## src/common/spu_pkg.sv

```systemverilog
// package for the stack pointer unit: offsets, reset values, event codes
//
// Operation
// RL1: stack grows downward; every push lowers the pointer.
// RL2: pointer always designates the current top of stack in data sram.
// RL3: a single byte push lowers the pointer by exactly one.
// RL4: call or interrupt entry saves return address, lowering pointer by two.
// RL5: a single byte pop raises the pointer by exactly one.
// RL6: subroutine or interrupt return raises the pointer by exactly two.
// RL7: pointer is two 8-bit i/o registers, high and low, rw, reset to zero.
// RL8: software loads pointer above the lowest permitted stack location first.
// RL9: software sets up the stack before any call or interrupt enable.
// RL10: software masks unused upper bits of a saved program counter.
// RL11: push writes at pointer then decrements; pop increments then reads.
package spu_pkg;

    // ----------------------------------------------------------------
    // i/o register offsets and reset values
    // ----------------------------------------------------------------
    localparam logic [5:0]  SPU_OFS_LOW  = 6'h3d;  // arbitrary choice of slot
    localparam logic [5:0]  SPU_OFS_HIGH = 6'h3e;  // arbitrary choice of slot
    localparam logic [7:0]  SPU_RST_BYTE = 8'h00;
    localparam logic [15:0] SPU_RST_PTR  = 16'h0000;
    localparam logic [15:0] SPU_STEP_ONE = 16'h0001;
    localparam logic [15:0] SPU_STEP_TWO = 16'h0002;

    // ----------------------------------------------------------------
    // stack events from instruction execution
    // ----------------------------------------------------------------
    typedef enum logic [2:0] {
        SPU_EV_NONE = 3'h0,
        SPU_EV_PUSH = 3'h1,
        SPU_EV_POP  = 3'h2,
        SPU_EV_CALL = 3'h3,
        SPU_EV_RET  = 3'h4
    } spu_event_t;

    // i/o register access bundle
    typedef struct packed {
        logic       wr;
        logic       rd;
        logic [5:0] addr;
        logic [7:0] wdata;
    } spu_io_req_t;

endpackage

```

## src/spu_stack_pointer.sv

```systemverilog
// stack pointer unit: two i/o byte registers plus push/pop/call/return update
`timescale 1ns/1ps
module spu_stack_pointer
    import spu_pkg::*;
(
    input  wire logic        sys_clk_i,
    input  wire logic        nrst_i,
    input  wire spu_io_req_t io_req_i,
    input  wire spu_event_t  stack_event_i,
    output logic [7:0]       io_rdata_o,
    output logic [15:0]      stack_addr_o,
    output logic [15:0]      stack_ptr_o
);

    // ----------------------------------------------------------------
    // reset release
    // ----------------------------------------------------------------
    logic rst_meta_q;
    logic rst_sync_q;

    // reset asserts at once and releases after two edges
    always_ff @(posedge sys_clk_i or negedge nrst_i) begin
        if (!nrst_i) begin
            rst_meta_q <= 1'b0;
            rst_sync_q <= 1'b0;
        end else begin
            rst_meta_q <= 1'b1;
            rst_sync_q <= rst_meta_q;
        end
    end

    // ----------------------------------------------------------------
    // pointer update
    // ----------------------------------------------------------------
    logic [15:0] sp_q;
    logic [15:0] sp_d;
    logic [15:0] addr_q;
    logic [15:0] addr_d;
    logic [7:0]  rdata_q;
    logic [7:0]  rdata_d;

    // an io write replaces only its own byte of the event's new pointer; the other byte
    // and the sram address keep the event's result, so neither side's intent is lost
    always_comb begin
        sp_d   = sp_q;
        addr_d = addr_q;
        unique case (stack_event_i)
            SPU_EV_PUSH: begin
                addr_d = sp_q;                   // write at sp first [RL11]
                sp_d   = sp_q - SPU_STEP_ONE;    // [RL1] [RL3]
            end
            SPU_EV_CALL: begin
                addr_d = sp_q;
                sp_d   = sp_q - SPU_STEP_TWO;    // [RL1] [RL4]
            end
            SPU_EV_POP: begin
                sp_d   = sp_q + SPU_STEP_ONE;    // [RL5]
                addr_d = sp_d;                   // read after increment [RL11]
            end
            SPU_EV_RET: begin
                sp_d   = sp_q + SPU_STEP_TWO;    // [RL6]
                addr_d = sp_q + SPU_STEP_ONE;    // first byte of return address
            end
            default: begin
                sp_d   = sp_q;
                addr_d = addr_q;
            end
        endcase
        if (io_req_i.wr && io_req_i.addr == SPU_OFS_LOW) begin
            sp_d[7:0] = io_req_i.wdata;          // [RL7]
        end
        if (io_req_i.wr && io_req_i.addr == SPU_OFS_HIGH) begin
            sp_d[15:8] = io_req_i.wdata;         // [RL7]
        end
    end

    // pointer register always holds the top of stack [RL2]
    always_ff @(posedge sys_clk_i or negedge rst_sync_q) begin
        if (!rst_sync_q) begin
            sp_q   <= SPU_RST_PTR;               // [RL7]
            addr_q <= SPU_RST_PTR;
        end else begin
            sp_q   <= sp_d;
            addr_q <= addr_d;
        end
    end

    // ----------------------------------------------------------------
    // i/o read path
    // ----------------------------------------------------------------
    // unmapped offsets read zero so other slaves can be or-ed in
    always_comb begin
        rdata_d = SPU_RST_BYTE;
        if (io_req_i.rd && io_req_i.addr == SPU_OFS_LOW) begin
            rdata_d = sp_q[7:0];                 // [RL7]
        end else if (io_req_i.rd && io_req_i.addr == SPU_OFS_HIGH) begin
            rdata_d = sp_q[15:8];                // [RL7]
        end
    end

    always_ff @(posedge sys_clk_i or negedge rst_sync_q) begin
        if (!rst_sync_q) begin
            rdata_q <= SPU_RST_BYTE;
        end else begin
            rdata_q <= rdata_d;
        end
    end

    assign io_rdata_o   = rdata_q;
    assign stack_addr_o = addr_q;
    assign stack_ptr_o  = sp_q;

    // ----------------------------------------------------------------
    // checks
    // ----------------------------------------------------------------
    logic        no_io_wr;
    logic        no_io_rd;
    logic [15:0] sp_dec_one;

    // qualifiers for the checks; an i/o write may override any stack event
    assign no_io_wr   = !(io_req_i.wr &&
                          (io_req_i.addr == SPU_OFS_LOW || io_req_i.addr == SPU_OFS_HIGH));
    assign no_io_rd   = !(io_req_i.rd &&
                          (io_req_i.addr == SPU_OFS_LOW || io_req_i.addr == SPU_OFS_HIGH));
    assign sp_dec_one = sp_q - SPU_STEP_ONE;
endmodule

```

## config.mk

```make
export PLATFORM = sky130hd
export DESIGN_NAME = spu_stack_pointer
export DESIGN_NICKNAME = d
export VERILOG_FILES = /design/src/common/spu_pkg.sv /design/src/spu_stack_pointer.sv
export SDC_FILE = /design/constraint.sdc
export NUM_CORES = 1
export LEC_CHECK = 0
export BUFFER_PORTS_ARGS = -buffer_cell sky130_fd_sc_hd__buf_2
export CAP_MARGIN = 0
export CORE_ASPECT_RATIO = 0.7
export CORE_MARGIN = 3
export CORE_UTILIZATION = 25
export CTS_CLUSTER_SIZE = 24
export DETAILED_ROUTE_END_ITERATION = 8
export PLACE_DENSITY = 0.43
export SYNTH_ARGS = -nofsm -noshare
export SYNTH_HDL_FRONTEND = slang
export SYNTH_SLANG_ARGS = --single-unit
```

## constraint.sdc

```tcl
create_clock -name sys_clk_i -period 1.45 [get_ports sys_clk_i]
set_clock_uncertainty 0.05 [all_clocks]
set_input_delay 0.29 -clock sys_clk_i [delete_from_list [all_inputs] [get_ports sys_clk_i]]
set_output_delay 0.29 -clock sys_clk_i [all_outputs]
set_load 0.01 [all_outputs]
```

## Yosys cells after proc, flatten, opt, wreduce, memory -nomap -nowiden

Cells that the tools add are included.

- Output and inout bits: 40
- Register bits after elaboration: 42
- Bits of input ports: 21
- Logic and storage cells: 31

- Reduce and logical (&&, ||, !) cells: 9
- Eq/ne operators: 6
- Add/subtract/negate cells: 4
- Multiplexer cells: 6

Operator list:

| cell | count |
|---|---|
| $pmux W16 S4 | 1 |
| $mux W8 | 4 |
| $pmux W16 S2 | 1 |
| $add A16 B1 Y16 const B | 1 |
| $add A16 B2 Y16 const B | 1 |
| $sub A16 B1 Y16 const B | 1 |
| $sub A16 B2 Y16 const B | 1 |
| $eq A6 B6 Y1 const B | 2 |
| $reduce_bool A5 Y1 | 2 |
| $eq A3 B2 Y1 const B | 2 |
| $logic_and A1 B1 Y1 | 4 |
| $reduce_or A2 Y1 | 2 |
| $eq A3 B1 Y1 const B | 1 |
| $eq A3 B3 Y1 const B | 1 |
| $reduce_bool A2 Y1 | 1 |

## Logic depth before layout (Yosys ltp)

Gate-level depths: netlist of the first run.

- Word-level depth: 4
- Gate-level depth with buffers: 10
- Gate-level depth less buffers: 8

## Least setup slack after synthesis of the first run

OpenSTA, ideal clock, no wires.

- Path kind: input to register
- Start: input stack_event_i[1]
- End: register sp_q[15] (netlist: stack_ptr_o[15])
- Setup time: 0.139 ns
- Required time: 1.261 ns
- Data arrival time: 2.671 ns
- Cell stages on the path: 9
- Path slack: -1.411 ns
- Path through: or3b_2 buf_2 fa_1 a21o_1 a221oi_1 o221ai_1 a31oi_1 xnor2_1 o21ai_0

- Longest elaborated chain between the ends: 3

RTL lines:

| element | line | text |
|---|---|---|
| start: declaration | spu_stack_pointer.sv:9 | `input wire spu_event_t stack_event_i,` |
| $eq A3 B3 Y1, or another cell as far along | spu_stack_pointer.sv:47 | `unique case (stack_event_i)` |
| $pmux W16 S4 | spu_stack_pointer.sv:47 |  |
| $mux W8 | spu_stack_pointer.sv:72 | `if (io_req_i.wr && io_req_i.addr == SPU_OFS_HIGH) begin` |
| end signal: assignment | spu_stack_pointer.sv:83 | `sp_q <= sp_d;` |
| end: declaration | spu_stack_pointer.sv:35 | `logic [15:0] sp_q;` |

Several ways; a longest one is shown, not always the timed one.
A chain may end at the register's enable or synchronous reset.

## Worst setup path after layout of the first run

- Start: register sp_q[1] (netlist: stack_ptr_o[1])
- End: register sp_q[12] (netlist: stack_ptr_o[12])

- Longest elaborated chain between the ends: 3

RTL lines:

| element | line | text |
|---|---|---|
| $add A16 B2 Y16, or another cell as far along | spu_stack_pointer.sv:61 | `sp_d = sp_q + SPU_STEP_TWO;` |
| $pmux W16 S4 * | spu_stack_pointer.sv:47 |  |
| $mux W8 * | spu_stack_pointer.sv:72 |  |

Mark *: on every way between the ends. The rest lies on a longest branch, timed or not.

==> flow_summary.toml, run 1 <==
[status]
status = "finished with violations"
failed_checks = "negative setup slack"

[drt]
wirelength_mm = 18.5
drtIter0Drc = 293
top_layer_used = "met4"
wl_met3_mm = 1.41
avgViaCountPerCell = 5.45
via_count = 5070
ant_nets = 0
wl_met1_mm = 8.95
post-route-drc-count = 0
wl_met2_mm = 7.91
dr.pass1.iters = 5
post_drt_wl_per_cell_um = 19.8

[cts]
clk_latency_ps = 300
numCtsBuffers = 5
cts_root_buf = "clkbuf_16"
tritoncts = "yes"
htreeDepth = 2
cts.sinks = 42
clk_pin_slew_ps = 70
cts_buffer_depth = 2

[grt]
track_usage = 0.205
grt_antenna_before_repair = 0
grt_pass1_vias = 4892
grt_first_pass_wirelength_mm = 28.4
grt-ovfl-total = 0
grt_max_degree = 69

[die]
die_x_um = 157
core_area_sq_um = 15100
fp.dieArea_sq_um = 17500
rows = 37
initial_core_util = 0.263
die_h_um = 112
pin_count = 61

[sta]
rsz0062_at_grt = "yes"
whs_ps = 134
fin_ws_ps = -920
fin_crit_ps = 2370
maxSlewViolCount = 0
final_hold_viol_count = 0
setup_tns_ps = -16520
finalSetupViolCount = 35
max_freq_ghz = 0.422
min_period_over_period = 1.63

[synth]
synth.top_cell.area_share = 0.264
syn-cell-area_sq_um = 3980
yosys.area.top_type = "dfrtp_1"
synthDistinctLibCells = 65
synth_area_leaders = "dfrtp_1 26%, a21oi_1 6.7%, ha_1 5.3%, nor2_1 4.8%, o21ai_0 4.8%"
syn_area_per_cell_sq_um = 7.65
synth-edff-count = 0
synth-seq-area-share = 0.264
synth_most_common_cell = "a21oi_1"
ys.flop_type = "dfrtp_1"
synth_nets = 559
synth_commonest_cells = "53 x a21oi_1, 51 x nor2_1, 42 x dfrtp_1"
yosys_register_bits = 42
async_flop_share = 1.00
syn-instance-count = 520
yosys_warnings = 0

[layout]
fillerInstances = 1494
drive_gt1_frac = 0.495
antenna_cells = 0
layout.cells.non_filler = 931
utilization = 0.453
area_growth_pct = 72.5
fin_nets = 774

[worst_setup_path]
end_kind = "flip-flop"
cp.arrival_ps = 2500
crit_fanout = 3
setup.worst_path.class = "reg -> reg"
ff2ff_path_depth = 8
setup.worst_path.start_class = "flip-flop"
cp_data_required_time_ps = 1580

[min_path]
hold_path.class = "reg -> async"

[place]
place_congestion = 0.854
port_buffers = 60
place_ws_ps = -1240
dp_cells = 889
place.detailed.hpwl_mm = 13.6

[power_and_ir_drop]
worst_ir_drop_vdd_v = 0.000551
powerDensity_nw_per_um2 = 1730
leakage_uw = 0.00291

[run]
maxCapViolCount = 0
[path summary, 6_finish.rpt]
kind,slack (ps),to,from
setup / recovery,-920,stack_ptr_o[12]$_DFFE_PN0P_,stack_ptr_o[1]$_DFFE_PN0P_
hold / removal,130,stack_addr_o[0]$_DFFE_PN0P_,rst_sync_q$_DFF_PN0_
setup reg to reg,-920,stack_ptr_o[12]$_DFFE_PN0P_,stack_ptr_o[1]$_DFFE_PN0P_
hold reg to reg,130,stack_addr_o[0]$_DFFE_PN0P_,rst_sync_q$_DFF_PN0_
max in group asynchronous,710,stack_ptr_o[15]$_DFFE_PN0P_,rst_sync_q$_DFF_PN0_
min in group sys_clk_i,220,stack_ptr_o[1]$_DFFE_PN0P_,io_req_i[1]
[logic make-up (layout without fill, tap and decap cells)]
group	after synthesis	count (layout)	synth area share
compound gates	198	198	0.331
xor+xnor	18	18	0.0396
fa+ha+maj	18	18	0.0585
buf+inv	64	279	0.0660
flops	42	42	0.264
mux	7	7	0.0186
other cells	1	1	0.000942
simple gates	172	173	0.222
[metal layers]
metal | vias to the layer above | global-route usage
li1 | 2375 | -
met2 | 194 | 0.298
met4 | 0 | 0.0332
met5 | - | 0
met1 | 2483 | 0.312
met3 | 18 | 0.0474
[state kept, by name (all words and copies together) (netlist names)]
register / flops
rst_meta_q: 1
stack_ptr_o: 16
stack_addr_o: 16
rst_sync_q: 1
io_rdata_o: 8
[through the flow]
step / power (uW) / area, sq um
floorplan: 5880 / 4260
global placement: 9090 / 5810
detailed placement: 9120 / 5810
CTS: 11400 / 6490
global route: 12700 / 6860
finish: 11900 / 6860
[layout by cell type, fill, tap and decap left out, types with 14 or more instances in the layout]
cell     instances
o21ai_0         20
a21oi_1         43
o21ai_1         14
nand2_1         33
nor2_1          47
nand3_1         14
inv_1           14
dfrtp_1         32
buf_2           52
buf_6           50
buf_4          136
[repair_timing]
action	CTS	global route
hold buffers	1	0
resized for setup	99	59
pin swaps	43	33
endpoints found under the setup margin	38	40
endpoints found under the hold margin	2	0
buffers inserted	17	20
gates cloned	1	1
[critical path, stage by stage, from the launching register on]
cell	delay (ps)
dfrtp_2	460
inv_4	80
ha_4	130
nor4b_4	270
nand2_2	130
or4_4	460
a221o_1	370
a221oi_2	210
a21oi_1	90
[final cells by class]
cell class | count | area [sq um] | share of cell area
Clock buffer | 5 | 125 | 0.0182
Clock inverter | 3 | 21.3 | 0.00310
Inverter | 17 | 71.3 | 0.0104
Multi-Input combinational cell | 415 | 3210 | 0.468
Sequential cell | 42 | 1060 | 0.155
Tap cell | 195 | 244 | 0.0355
Timing Repair Buffer | 254 | 2130 | 0.310
[power breakdown]
group	leakage (uW)	switching, uW	internal [uW]
combinational	0.00235	4130	4480
clock	0.0000698	552	640
sequential	0.000486	525	1570
(Power assumes the default switching activity.)
==> run 2, diff against run 1 <==
--- a/config.mk
+++ b/config.mk
@@ -9,10 +9,10 @@
 export CAP_MARGIN = 0
 export CORE_ASPECT_RATIO = 0.7
 export CORE_MARGIN = 3
-export CORE_UTILIZATION = 25
+export CORE_UTILIZATION = 40
 export CTS_CLUSTER_SIZE = 24
 export DETAILED_ROUTE_END_ITERATION = 8
-export PLACE_DENSITY = 0.43
+export PLACE_DENSITY = 0.61
 export SYNTH_ARGS = -nofsm -noshare
 export SYNTH_HDL_FRONTEND = slang
 export SYNTH_SLANG_ARGS = --single-unit
==> flow_summary.toml, run 2 (synthesis gave the netlist of run 1 again) <==
[grt]
track_usage = 0.292
grt_pass1_vias = 4846
grt-ovfl-total = 0
grt_first_pass_wirelength_mm = 25.9
grt_antenna_before_repair = 0
grt_max_degree = 42

[worst_setup_path]
crit_family = "compound AO/OA/AOI/OAI gates"
path_common_cell = "buf_4"
cp_num_buf_inv = 4
cp_slowest_stage_delay_ps = 470
path_cells = "inv_4 -> ha_4 -> nor4b_4 -> nand2_2 -> buf_4 -> buf_4 -> buf_6 -> o31a_1 -> a2111o_1 -> o211ai_1 -> nand3_1"
end_kind = "flip-flop"
cp.arrival_ps = 2470
cp_data_required_time_ps = 1570
startpoint = "stack_ptr_o[1]$_DFFE_PN0P_"
crit_fanout = 4
cp_slowest_cell = "dfrtp_2"
rr_startpoint = "stack_ptr_o[1]$_DFFE_PN0P_"
setup.worst_path.start_class = "flip-flop"
setup.worst_path.class = "reg -> reg"

[place]
port_buffers = 60
dp_cells = 814
place_congestion = 0.952
place.detailed.hpwl_mm = 12.0

[cts]
clk_latency_ps = 290
numCtsBuffers = 5
tritoncts = "yes"
cts_root_buf = "clkbuf_16"
htreeDepth = 2
cts.sinks = 42
clk_pin_slew_ps = 70
cts_buffer_depth = 2

[drt]
avgViaCountPerCell = 5.99
dr.pass1.iters = 5
wirelength_mm = 16.8
post-route-drc-count = 0
via_count = 5065
ant_nets = 0
drtIter0Drc = 440
post_drt_wl_per_cell_um = 19.8

[die]
rows = 29
core_area_sq_um = 9360
initial_core_util = 0.425
die_h_um = 89.4
die_x_um = 125
fp.dieArea_sq_um = 11200
pin_count = 61

[power_and_ir_drop]
p_clk_frac = 0.102
netSwitchingFraction = 0.438
p_switching_uw = 4990
worst_ir_drop_vdd_v = 0.000793
combPwrFrac = 0.708
leakage_uw = 0.00278
cell_internal_pwr_uw = 6410
powerDensity_nw_per_um2 = 1760
p_seq_frac = 0.190

[sta]
max_freq_ghz = 0.425
min_period_over_period = 1.62
rsz0062_at_grt = "yes"
finalSetupViolCount = 30
maxSlewViolCount = 0
setup_tns_ps = -17060
whs_ps = 190
fin_ws_ps = -902
final_hold_viol_count = 0
fin_crit_ps = 2350

[layout]
fillerInstances = 762
layout.cells.non_filler = 846
final_cell_mix = "147 x buf_4, 52 x buf_2, 48 x nor2_1"
area_growth_pct = 62.5
fin_nets = 760
drive_gt1_frac = 0.475
utilization = 0.691
layout_commonest_cell = "buf_4"
antenna_cells = 0

[min_path]
hold_path.class = "reg -> async"

[status]
failed_checks = "negative setup slack"
status = "finished with violations"

[run]
maxCapViolCount = 0
-- run 2: per-layer routing --
| layer | GRT usage | up-vias | share of wire |
|---|---|---|---|
| met1 | 0.402 | 2444 | 0.44 |
| met3 | 0.0627 | 28 | 0.091 |
| met2 | 0.474 | 237 | 0.45 |
| met4 | 0.0709 | 0 | 0.018 |
| met5 | 0 | - | 0 |
| li1 | - | 2356 | - |
-- run 2: layout make-up --
type,instances,area [sq um],area share
timing repair buffer,240,1880,0.291
clock inverter,3,21.3,0.00329
sequential,42,1060,0.165
multi-input combinational,415,3150,0.487
inverter,17,68.8,0.0106
tap,124,155,0.0240
clock buffer,5,125,0.0193
-- run 2: worst paths after layout --
path	cells after the start	slack, ps	to
hold / removal	1	190	stack_ptr_o[0]$_DFFE_PN0P_
setup / recovery	11	-900	stack_ptr_o[14]$_DFFE_PN0P_
setup reg to reg	11	-900	stack_ptr_o[14]$_DFFE_PN0P_
hold reg to reg	1	190	stack_ptr_o[0]$_DFFE_PN0P_
max in group asynchronous	1	930	stack_ptr_o[7]$_DFFE_PN0P_
min in group sys_clk_i	2	220	stack_ptr_o[1]$_DFFE_PN0P_
-- run 2: power groups by stage --
stage | registers [uW] | logic (uW) | clock network (uW)
after floorplan | 2240 | 3640 | 0
after global placement | 2130 | 6680 | 0
after CTS | 2130 | 7410 | 1180
after global routing | 2220 | 8640 | 1230
after detailed placement | 2130 | 6830 | 0
final | 2160 | 8070 | 1170
-- run 2: through the flow --
step | power (uW) | worst slack, ps | instance area, sq um
2_1_floorplan | 5880 | -971 | 4260
3_3_place_gp | 8810 | -1210 | 5670
5_1_grt | 12100 | -995 | 6470
6_report | 11400 | -902 | 6470
4_1_cts | 10700 | -890 | 6190
3_5_place_dp | 8960 | -1280 | 5670
-- run 2: what timing repair did --
action | CTS | global route
hold buffers | 1 | 0
endpoints found under the hold margin | 2 | 0
gates resized for setup | 62 | 50
gates cloned | 1 | 0
pin swaps | 25 | 33
buffers inserted | 19 | 9
setup endpoints to repair | 38 | 38
